[src/shared/lsa_regs.svh]
// register offsets, field positions and reset values of the limit status alert unit
`ifndef LSA_REGS_SVH
`define LSA_REGS_SVH
`define LSA_ADDR_STATUS_PRI   8'h41
`define LSA_ADDR_STATUS_SEC   8'h42
`define LSA_ADDR_MASK_PRI     8'h74
`define LSA_ADDR_MASK_SEC     8'h75
`define LSA_ADDR_CONFIG       8'h78
`define LSA_PRI_SUMMARY_BIT   7
`define LSA_PRI_REMOTE2_BIT   6
`define LSA_PRI_LOCAL_BIT     5
`define LSA_PRI_REMOTE1_BIT   4
`define LSA_PRI_SUPPLY_BIT    2
`define LSA_PRI_CORE_BIT      1
`define LSA_MASK_PRI_CORE_BIT 0
`define LSA_SEC_DIODE2_BIT    7
`define LSA_SEC_DIODE1_BIT    6
`define LSA_SEC_FAN_FOUR_MASK_BIT      5
`define LSA_SEC_FAN_THREE_FLAG_BIT      4
`define LSA_SEC_FAN_TWO_FLAG_BIT      3
`define LSA_SEC_FAN_ONE_FLAG_BIT      2
`define LSA_SEC_OVT_BIT       1
`define LSA_CFG_ALERT_EN_BIT  0
`define LSA_PRI_STICKY_BITS   8'h76
`define LSA_SEC_STICKY_BITS   8'hfe
`define LSA_MASK_PRI_BITS     8'hf5
`define LSA_MASK_SEC_BITS     8'hfe
`define LSA_MASK_RESET        8'h00
`define LSA_STATUS_RESET      8'h00
`define LSA_READ_ZERO         8'h00
`endif

[src/shared/lsa_pkg.sv]
// types of the limit status alert unit
package lsa_pkg;
  typedef struct packed {
    logic [7:0] status_pri;
    logic [7:0] status_sec;
    logic [7:0] mask_pri;
    logic [7:0] mask_sec;
    logic       alert_en;
    logic [7:0] rdata;
    logic       rvalid;
    logic       alert_n;
  } lsa_state_t;
endpackage : lsa_pkg

[src/logic/lsa_unit.sv]
// limit status alert unit: sticky status, masks and active-low alert output
`timescale 1ns/100ps
`include "lsa_regs.svh"

// How it works
// - an out-of-limit comparison result sets the channel status bit to one
// - a set status bit stays latched after the condition goes, until read
// - a status read clears only bits whose condition has already gone
// - primary bit 7 reads one whenever any secondary status bit is set
// - primary bits 6, 5, 4 flag remote two, local, remote one temperature
// - primary bit 2 flags the supply channel, bit 1 the core voltage
// - secondary bits 7 and 6 flag second and first diode open or short
// - secondary bit 5 flags fan four slow, or throttle timer limit exceeded
// - secondary bits 4, 3, 2 flag fans three, two, one below minimum speed
// - secondary bit 1 flags a thermal-throttle overtemperature limit exceeded
// - masking never stops a status bit from setting, only the alert
// - alert stays low while out of limit and until the status is read
// - primary mask bit 7 blocks the alert for all secondary conditions
// - primary mask bits 6, 5, 4 mask temperatures, bit 2 supply, bit 0 core
// - secondary mask bits 7, 6 diodes, 4 to 2 fans, 1 overtemperature
// - secondary mask bit 5 masks fan four or throttle timer events
// - status reads over the register port return the latched bits
// - alert is off after reset until config bit 0 is written to one
module lsa_unit (
  input  wire logic       mclk,
  input  wire logic       resetn,
  input  wire logic [7:0] reg_addr,
  input  wire logic       reg_rd,
  input  wire logic       reg_wr,
  input  wire logic [7:0] reg_wdata,
  output logic      [7:0] reg_rdata,
  output logic            reg_rvalid,
  input  wire logic [7:0] pri_cond,
  input  wire logic [7:0] sec_cond,
  input  wire logic       fan_four_fail,
  input  wire logic       throttle_timer_exceeded,
  input  wire logic       fan_four_tach_pin_is_throttle,
  output logic            smbalert_n
);

  lsa_pkg::lsa_state_t st_q;
  lsa_pkg::lsa_state_t st_d;

  logic [7:0] pri_src;
  logic [7:0] sec_src;
  logic [7:0] pri_view;
  logic [7:0] pri_unmasked;
  logic [7:0] sec_unmasked;
  logic       rd_pri;
  logic       rd_sec;
  logic       sec_any;

  always_comb begin
    // only the documented primary positions latch
    pri_src = pri_cond & `LSA_PRI_STICKY_BITS;
    // secondary sources; bit 5 chosen by the pin function
    sec_src = sec_cond & `LSA_SEC_STICKY_BITS;
    sec_src[`LSA_SEC_FAN_FOUR_MASK_BIT] = fan_four_tach_pin_is_throttle ? throttle_timer_exceeded
                                                                : fan_four_fail;
    // summary is live, not latched, so it follows the secondary register
    sec_any = |st_q.status_sec;
    pri_view = st_q.status_pri;
    pri_view[`LSA_PRI_SUMMARY_BIT] = sec_any;
    rd_pri = reg_rd && (reg_addr == `LSA_ADDR_STATUS_PRI);
    rd_sec = reg_rd && (reg_addr == `LSA_ADDR_STATUS_SEC);
    // core status sits at bit 1 but its mask at bit 0
    pri_unmasked = st_q.status_pri & ~st_q.mask_pri & `LSA_PRI_STICKY_BITS;
    pri_unmasked[`LSA_PRI_CORE_BIT] = st_q.status_pri[`LSA_PRI_CORE_BIT]
                                      & ~st_q.mask_pri[`LSA_MASK_PRI_CORE_BIT];
    sec_unmasked = st_q.status_sec & ~st_q.mask_sec;
  end

  always_comb begin
    st_d = st_q;
    // clear on read only where the condition has gone; set wins
    if (rd_pri) begin
      st_d.status_pri = st_q.status_pri & pri_src;
    end
    if (rd_sec) begin
      st_d.status_sec = st_q.status_sec & sec_src;
    end
    // sources are never masked on the way into status
    st_d.status_pri = st_d.status_pri | pri_src;
    st_d.status_sec = st_d.status_sec | sec_src;
    if (reg_wr) begin
      case (reg_addr)
        `LSA_ADDR_MASK_PRI: st_d.mask_pri = reg_wdata & `LSA_MASK_PRI_BITS;
        `LSA_ADDR_MASK_SEC: st_d.mask_sec = reg_wdata & `LSA_MASK_SEC_BITS;
        `LSA_ADDR_CONFIG:   st_d.alert_en = reg_wdata[`LSA_CFG_ALERT_EN_BIT];
        default:            st_d.alert_en = st_q.alert_en;
      endcase
    end
    // reads return the latched value before any clear
    st_d.rvalid = reg_rd;
    st_d.rdata  = `LSA_READ_ZERO;
    if (reg_rd) begin
      case (reg_addr)
        `LSA_ADDR_STATUS_PRI: st_d.rdata = pri_view;
        `LSA_ADDR_STATUS_SEC: st_d.rdata = st_q.status_sec;
        `LSA_ADDR_MASK_PRI:   st_d.rdata = st_q.mask_pri;
        `LSA_ADDR_MASK_SEC:   st_d.rdata = st_q.mask_sec;
        `LSA_ADDR_CONFIG:     st_d.rdata = {7'h00, st_q.alert_en};
        default:              st_d.rdata = `LSA_READ_ZERO;
      endcase
    end
    // alert from sticky bits, one cycle behind the status
    st_d.alert_n = ~(st_q.alert_en
                     && ((|pri_unmasked)
                         || ((|sec_unmasked) && !st_q.mask_pri[`LSA_PRI_SUMMARY_BIT])));
  end

  always_ff @(posedge mclk or negedge resetn) begin
    if (!resetn) begin
      st_q.status_pri <= `LSA_STATUS_RESET;
      st_q.status_sec <= `LSA_STATUS_RESET;
      st_q.mask_pri   <= `LSA_MASK_RESET;
      st_q.mask_sec   <= `LSA_MASK_RESET;
      st_q.alert_en   <= 1'b0;
      st_q.rdata      <= `LSA_READ_ZERO;
      st_q.rvalid     <= 1'b0;
      st_q.alert_n    <= 1'b1;
    end else begin
      st_q <= st_d;
    end
  end

  assign reg_rdata  = st_q.rdata;
  assign reg_rvalid = st_q.rvalid;
  assign smbalert_n = st_q.alert_n;
endmodule : lsa_unit

[config.mk]
export PLATFORM = sky130hd
export DESIGN_NAME = lsa_unit
export DESIGN_NICKNAME = d
export VERILOG_FILES = /design/src/shared/lsa_pkg.sv /design/src/logic/lsa_unit.sv
export VERILOG_INCLUDE_DIRS = /design/src /design/src/shared
export SDC_FILE = /design/constraint.sdc
export NUM_CORES = 1
export LEC_CHECK = 0
export ABC_AREA = 0
export BUFFER_PORTS_ARGS = -buffer_cell sky130_fd_sc_hd__buf_2
export CELL_PAD_IN_SITES_DETAIL_PLACEMENT = 0
export CELL_PAD_IN_SITES_GLOBAL_PLACEMENT = 2
export CORE_ASPECT_RATIO = 1.75
export CORE_MARGIN = 10
export CORE_UTILIZATION = 35
export CTS_CLUSTER_DIAMETER = 50
export DETAILED_ROUTE_END_ITERATION = 8
export GPL_TIMING_DRIVEN = 1
export PLACE_DENSITY_LB_ADDON = 0.1
export SYNTH_ARGS = -nofsm -noshare
export SYNTH_HDL_FRONTEND = slang
export SYNTH_SLANG_ARGS = --single-unit
export TNS_END_PERCENT = 5
[constraint.sdc]
create_clock -name mclk -period 3.75 [get_ports mclk]
set_clock_uncertainty 0.1 [all_clocks]
set_input_delay 0.5625 -clock mclk [delete_from_list [all_inputs] [get_ports mclk]]
set_output_delay 0.5625 -clock mclk [all_outputs]
set_load 0.02 [all_outputs]
Word level (Yosys, flattened, before mapping)

Cells that the tools add are included.

Word-level logic and storage cells: 41
Flip-flop bits (word level): 40
Output and inout port bits: 10

Muxes and demuxes: 5
Reductions and logical operators: 12
Equality and inequality tests: 5
Bitwise operators: 11

Operator list:

| kind                                          | count |
|---|---|
| == test 8 x 7 -> 1 bit, second input constant | 5 |
| case mux 8 bit (5 select lines)               | 1 |
| two-way mux 8 bit                             | 3 |
| bitwise AND 8 bit                             | 2 |
| OR reduction 8 bit                            | 2 |
| bitwise AND 8 x 7 -> 8 bit                    | 1 |
| inverter 8 bit                                | 1 |
| bitwise OR 8 x 7 -> 8 bit                     | 1 |
| bitwise OR 8 bit                              | 1 |
| bitwise AND 7 bit                             | 1 |
| inverter 7 bit                                | 1 |
| AND reduction 2 bit                           | 3 |
| OR reduction 5 bit                            | 1 |
| logical AND 1 bit                             | 4 |
| inverter 1 bit                                | 2 |
| bitwise AND 1 bit                             | 1 |
| zero test 1 bit                               | 1 |
| logical OR 1 bit                              | 1 |
| two-way mux 1 bit                             | 1 |

Longest topological paths before layout

Gate-level depths: netlist of run 1.

Depth in word-level cells: 7
Mapped depth: 5
Depth with buffers taken out: 4

Worst setup path before layout of run 1

No wires, ideal clock.

Kind: input-to-reg
From: in reg_addr[7]
To: reg st_q[12] (netlist bit)
Setup slack: 1.795 ns
Library setup time: 0.125 ns
Arrival: 1.730 ns
Stages: 5
Buffers on the path: 1
Data required time: 3.525 ns
Cell sequence: and4bb_1 > nand2_2 > or3_1 > buf_6 > mux2_4

Cells in the longest elaborated chain, start to end: 2

Ends and longest elaborated chain:

| what                          | RTL line        | source |
|---|---|---|
| start: declaration            | lsa_unit.sv:27  | `input wire logic [7:0] reg_addr,` |
| == test 8 x 7 -> 1 bit        | lsa_unit.sv:86  | `case (reg_addr)` |
| AND reduction 2 bit (no line) | n/a             |  |
| end signal: assignment        | lsa_unit.sv:123 | `st_q <= st_d;` |
| end: declaration              | lsa_unit.sv:41  | `lsa_pkg::lsa_state_t st_q;` |

No other way between the ends.
A chain may end at the register's enable or synchronous reset.

==> summary.md, run 1 <==
| Metric | Value |
|---|---|
| Int Pwr | `0.5772 mW` |
| Slew @ Worst Pin | `0.7742 ns` |
| Slew headroom | `48.39%` |
| Setup bufs post-CTS | `0` |
| Status | `complete, no violations` |
| Layout area overhead | `16.56%` |
| Resize count post-CTS | `0` |
| CTS sink cnt | `36` |
| Cell taking the most area after synthesis | `dfrtp_1` |
| Die Y | `113.0 um` |
| Sequential element share of the synthesized area | `52.13%` |
| Worst reg2reg path depth | `4` |
| DRC | `0` |
| Clock buffer depth | `2` |
| DRT Pass-1 Iters | `4` |
| Total leakage power | `0.9525 nW` |
| Ports | `49` |
| Count leader, synth | `dfrtp_1` |
| Slowest Stage Delay on Critical Path | `0.50 ns` |
| Syn nets | `186` |
| CP cell instances | `buf_2 > nor2b_1 > o211ai_1 > a21boi_1 > nor4b_1` |
| Clock Pin Slew Worst Setup and Hold Paths | `0.07 ns` |
| CTS H-Tree Depth | `2` |
| FP Rows | `33` |
| Worst-skew pair later-pin latency | `0.28 ns` |
| Largest net degree at the start of global routing | `37` |
| CP max stage cell | `nor2b_1` |
| Vias in the first global route | `1,420` |
| Nets@finish | `224` |
| Initial Utilization | `36.44%` |
| Psw | `0.1685 mW` |
| Yosys warning count | `0` |
| Port Buffer Count | `43` |
| Crit start category | `input port` |
| Worst Path Required | `3.81 ns` |
| List of most frequent post-synthesis cells | `35 x dfrtp_1, 11 x a21o_1, 11 x inv_1, 8 x buf_4, 8 x nor2b_1` |
| Combinational Power Share | `8.4%` |
| CTS tree | `yes` |
| Crit Path Max Fanout | `13` |
| Util after Layout | `42.48%` |
| Die X | `73.15 um` |
| Max rail drop VDD | `0.2531 mV` |
| Crit path DAT | `2.17 ns` |
| Yosys reg bits | `36` |
| Period minus WS final | `2.109 ns` |
| Setup CP Type | `in -> reg` |
| Post-Syn Instances | `147` |
| Post-route ant nets | `0` |
| Post-synth top flop | `dfrtp_1` |
| Post-Layout Cell Count | `238` |
| RSZ-0062 raised after global routing | `no` |
| CP Capture Type | `flop` |
| Initial antenna violation count | `0` |
| Wirelength per Cell | `18.10 um` |
| Synth top area share | `50.61%` |
| First-pass GRT wire length | `7024 um` |
| Clock root cell | `clkbuf_8` |
| Number of distinct library cells after synthesis | `37` |
| Final HPWL from detailed placement | `3496 um` |
| Sum of negative setup slack | `0 ns` |
| Gr usage total | `10.80%` |
| Share of layout cells above drive strength 1 | `35.48%` |
| Tot Pwr | `0.7457 mW` |
| Core Area | `4748 um^2` |
| Final Hold Fails | `0` |
| Final Max Tran Viols | `0` |
| Num CTS Buffers | `5` |
| Final period util | `56.25%` |
| PwrDens | `369.7 nW/um^2` |
| Max cap viols | `0` |
| Clock Power Share | `37.4%` |
| Worst Hold Class | `in -> async` |
| Placed cell count | `230` |
| Ant diodes | `0` |
| Net Sw Frac | `22.60%` |
| Post-CTS Hold Buffers | `0` |
| Seq pwr share | `54.2%` |
| Via count | `1,285` |
| Final Setup Violations | `0` |
| Grt ovf | `0` |
| Area contributors post-synth | `dfrtp_1 51%, mux2_4 6.1%, a21o_1 4.8%` |
| Number of synthesized flops with an enable pin | `0` |
| Vias per cell | `5.399` |
| Fmax | `474.0 MHz` |
| Routability Congestion | `0.7957` |
| Post-synth ARST share | `100.0%` |
| Full die area | `8267 um^2` |
| Avg Inst Size Synth | `11.77 um^2` |
| Post-Syn Area | `1730 um^2` |
| Final wirelength | `4308 um` |
| Iter 0 DRT Violations | `51` |
-- cell type report --
cell class              instances  area [um^2]
fillers                       476         2731
flip-flops and latches         36        902.1
multi-input cells              88        703.2
repair buffers                 43        215.2
clock buffers                   8        90.09
well taps                      52        65.06
inverters                      11        41.29
-- state kept, by name, summed over array words and instances, names as in the netlist --
name,count
reg_rvalid,1
st_q,21
pri_view,5
reg_rdata,8
smbalert_n,1
-- power by group through the flow --
| stage | sequential (mW) | clock, mW | combinational (mW) |
|---|---|---|---|
| after floorplan | 0.410 | 0 | 0.0286 |
| after global placement | 0.412 | 0 | 0.0612 |
| after detailed placement | 0.412 | 0 | 0.0635 |
| after CTS | 0.405 | 0.284 | 0.0637 |
| after global routing | 0.405 | 0.306 | 0.0711 |
| final | 0.404 | 0.279 | 0.0623 |
-- per-layer routing --
metal / global-route usage, % / vias to the layer above / wire [um] / part of all wire (%)
met2: 18.83 / 44 / 2325 / 54
met4: 4.198 / 0 / 66 / 1.5
li1: - / 601 / - / -
met3: 3.675 / 5 / 310 / 7.2
met5: 0 / - / 0 / 0
met1: 11.36 / 635 / 1605 / 37
-- cell families (layout without fill, tap and decap cells) --
| group | after synthesis | count (layout) | synth area share (%) |
|---|---|---|---|
| mux | 19 | 19 | 13.52 |
| flops | 36 | 36 | 52.13 |
| simple gates | 32 | 32 | 11.35 |
| buf+inv | 23 | 62 | 7.231 |
| compound gates | 37 | 37 | 15.76 |
-- metrics by stage --
step / worst slack [ns] / instance area, um^2 / hold WS [ns]
detailed placement: 1.297 / 1927 / 0.3643
global placement: 1.383 / 1927 / 0.3782
finish: 1.641 / 2017 / 0.2529
global route: 1.399 / 2017 / 0.3200
CTS: 1.588 / 2017 / 0.2938
floorplan: 1.795 / 1730 / 0.1669
-- cells in the final DEF, fill, tap and decap left out, drive strengths merged, types with 2 or more instances in the layout --
cell    Yosys  layout
buf        10      43
dfrtp      35      35
mux2       14      14
inv        11      11
a21o       11      11
nor2b       8       8
clkbuf      2       8
o22ai       7       7
a22oi       6       6
and2        6       6
mux2i       5       5
nand2       5       5
nand3       4       4
o211ai      2       2
a21oi       2       2
o41ai       2       2
nor3        2       2
-- worst max-delay path: cells and delay by family --
family / cells / cell delay (ns)
simple gates: 2 / 0.85
compound gates: 2 / 0.49
buf+inv: 1 / 0.26
-- worst paths after layout --
check | start | endpoint | slack, ns
worst max-delay path | reg_addr[0] | reg_rdata[0] | 1.64
worst min-delay path | resetn | reg_rdata[0] | 0.25
worst max register to register | st_q[29] | reg_rdata[7] | 2.05
worst min register to register | st_q[10] | smbalert_n | 0.39
max in group asynchronous | resetn | reg_rdata[7] | 2.80
min in group mclk | pri_cond[1] | pri_view[1] | 0.35
(Power assumes the default switching activity.)
==> run 2: changes to the inputs <==
--- a/config.mk
+++ b/config.mk
@@ -12,7 +12,7 @@
 export CELL_PAD_IN_SITES_GLOBAL_PLACEMENT = 2
 export CORE_ASPECT_RATIO = 1.75
 export CORE_MARGIN = 10
-export CORE_UTILIZATION = 35
+export CORE_UTILIZATION = 29
 export CTS_CLUSTER_DIAMETER = 50
 export DETAILED_ROUTE_END_ITERATION = 8
 export GPL_TIMING_DRIVEN = 1
==> constraint.sdc (replaced) <==
create_clock -name mclk -period 1.9 [get_ports mclk]
set_clock_uncertainty 0.1 [all_clocks]
set_input_delay 0.285 -clock mclk [delete_from_list [all_inputs] [get_ports mclk]]
set_output_delay 0.285 -clock mclk [all_outputs]
set_load 0.02 [all_outputs]
==> run 2 against run 1 <==
Net effect: the flow now finishes with violations (negative hold slack); combinational power rose by 110%; final area rose by 5.5%; utilization fell by 6.0 points; count of clock-buffer cells in the layout fell by 2; die area rose by 16%; register-to-register slack got worse by 1.9 ns; critical path depth fell by 1; critical endpoint is now reg_rdata[7]; critical path type is now reg -> reg; global-route usage fell by 0.75 points.
==> summary.md, run 2 (synthesized netlist as in run 1, its figures left out) <==
| Metric | Value |
|---|---|
| Iter 0 DRT Violations | `85 (+67%)` |
| Initial Utilization | `29.67% (-6.8 points)` |
| Initial antenna violation count | `0 (unchanged)` |
| Max cap viols | `0 (unchanged)` |
| Status | `finished with violations` |
| Post-route ant nets | `0 (unchanged)` |
| Final wirelength | `4677 um (+8.6%)` |
| Max rail drop VDD | `0.3584 mV (+42%)` |
| Layout area overhead | `22.92%` |
| Commonest non-fill, non-tap cell in the layout | `buf_2` |
| Period minus WS final | `1.726 ns` |
| Worst-skew pair later-pin latency | `0.28 ns (about the same)` |
| Wirelength per Cell | `17.07 um (-5.7%)` |
| CTS H-Tree Depth | `2 (unchanged)` |
| Post-CTS Hold Buffers | `0 (unchanged)` |
| Final Max Tran Viols | `0 (unchanged)` |
| Routability Congestion | `0.7876 (-1.0%)` |
| Fin Hold WS | `-0.01914 ns (-0.2721 ns)` |
| Crit Path Max Fanout | `4 (-9)` |
| Failing checks | `negative hold slack` |
| Slew headroom | `47.77% (-0.62 points)` |
| Vias in the first global route | `1,465 (+3.2%)` |
| Clock buffer depth | `2 (unchanged)` |
| CTS sink cnt | `36 (unchanged)` |
| Largest net degree at the start of global routing | `37 (unchanged)` |
| Most frequent cells in the layout | `43 x buf_2, 35 x dfrtp_1, 11 x inv_1, 11 x a21o_1, 10 x buf_4` |
| Nets@finish | `234 (+4.5%)` |
| Die X | `78.39 um (+7.2%)` |
| Resize count post-CTS | `0 (unchanged)` |
| Via count | `1,319 (+2.6%)` |
| Clock root cell | `clkbuf_8` |
| Full die area | `9578 um^2 (+16%)` |
| Clock Pin Slew Worst Setup and Hold Paths | `0.07 ns (about the same)` |
| Crit start category | `flop` |
| Fmax | `579.4 MHz` |
| Final period util | `90.84%` |
| CP Capture Type | `flop` |
| Ports | `49 (unchanged)` |
| Worst Path Required | `1.97 ns (-1.84 ns)` |
| Port Buffer Count | `43 (unchanged)` |
| Grt ovf | `0 (unchanged)` |
| Setup bufs post-CTS | `0 (unchanged)` |
| Num CTS Buffers | `5 (unchanged)` |
| DRC | `0 (unchanged)` |
| Tot Pwr | `1.475 mW (+98%)` |
| DRT Pass-1 Iters | `4 (unchanged)` |
| CTS tree | `yes` |
| Final Hold Fails | `35 (+35)` |
| Largest Register | `st_q` |
| Gr usage total | `10.06% (-0.75 points)` |
| Ant diodes | `0 (unchanged)` |
| Final Setup Violations | `0 (unchanged)` |
| RSZ-0062 raised after global routing | `no` |
| FP Rows | `37 (+12%)` |
| PwrDens | `693.5 nW/um^2 (+88%)` |
| Filler cells | `621 (+30%)` |
| Vias per cell | `4.814 (-11%)` |
| Core Area | `5833 um^2 (+23%)` |
| Crit path DAT | `1.80 ns (-0.37 ns)` |
| Sum of negative setup slack | `0 ns (unchanged)` |
| Setup CP Type | `reg -> reg` |
| Slew @ Worst Pin | `0.7835 ns (+0.009312 ns)` |
| Final HPWL from detailed placement | `3873 um (+11%)` |
| Worst Hold Class | `in -> async` |
| Share of layout cells above drive strength 1 | `39.80% (+4.3 points)` |
| First-pass GRT wire length | `7507 um (+6.9%)` |
| Total leakage power | `1.007 nW (+5.7%)` |
| Max reg flops | `21 (unchanged)` |
| Die Y | `122.2 um (+8.1%)` |
run 2: cell types whose count changed in the layout (fill, tap and decap cells not counted), sizes merged:
cell,change
buf,+10
clkbuf,-2
clkinv,+2
run 2: critical path, stage by stage, from the launching register on:
cell and delay [ns]:
dfrtp_1 0.43, or4_1 0.52, o41ai_1 0.25, a21oi_1 0.10
o21a_1 0.21
run 2: final cells by class:
type	count	area (um^2)	share of cell area, %
inverter	11	41.29	1.941
clock buffer	6	82.58	3.882
clock inverter	2	10.01	0.4706
timing repair buffer	53	290.3	13.65
tap	78	97.59	4.588
sequential	36	902.1	42.41
multi-input combinational	88	703.2	33.06
run 2: metrics by stage:
step	area (um^2)	instances	setup slack [ns]	hold slack, ns	utilization, %
after floorplan	1730	147	0.2226	-0.1106	-
after global placement	2034	266	0.04478	0.3001	34.88
after detailed placement	2034	266	0.04542	0.3213	34.88
after CTS	2127	274	0.1642	0.01517	36.46
after global routing	2127	274	0.08554	0.05120	36.46
final	2127	274	0.1741	-0.01914	36.46
run 2: layer usage:
layer	GRT usage [%]	routed length, um	up-vias
met5	0	0	-
met4	4.054	78	0
met3	2.655	309	6
met2	18.90	2603	56
met1	10.12	1685	636
li1	-	-	621
run 2: path summary, 6_finish.rpt:
path / startpoint / to / slack, ns / cells past startpoint
hold reg to reg: st_q[10] / smbalert_n / 0.38 / 1
hold / removal: resetn / st_q[19] / -0.02 / 1
setup / recovery: st_q[29] / reg_rdata[7] / 0.17 / 4
max in group asynchronous: resetn / reg_rvalid / 1.22 / 1
setup reg to reg: st_q[29] / reg_rdata[7] / 0.17 / 4
min in group mclk: sec_cond[4] / st_q[31] / 0.07 / 2
run 2: power breakdown:
part	switching, mW	internal [mW]	total, mW
combinational	0.0658	0.0664	0.132
sequential	0.0150	0.784	0.799
clock	0.255	0.289	0.544
total	0.336	1.14	1.48
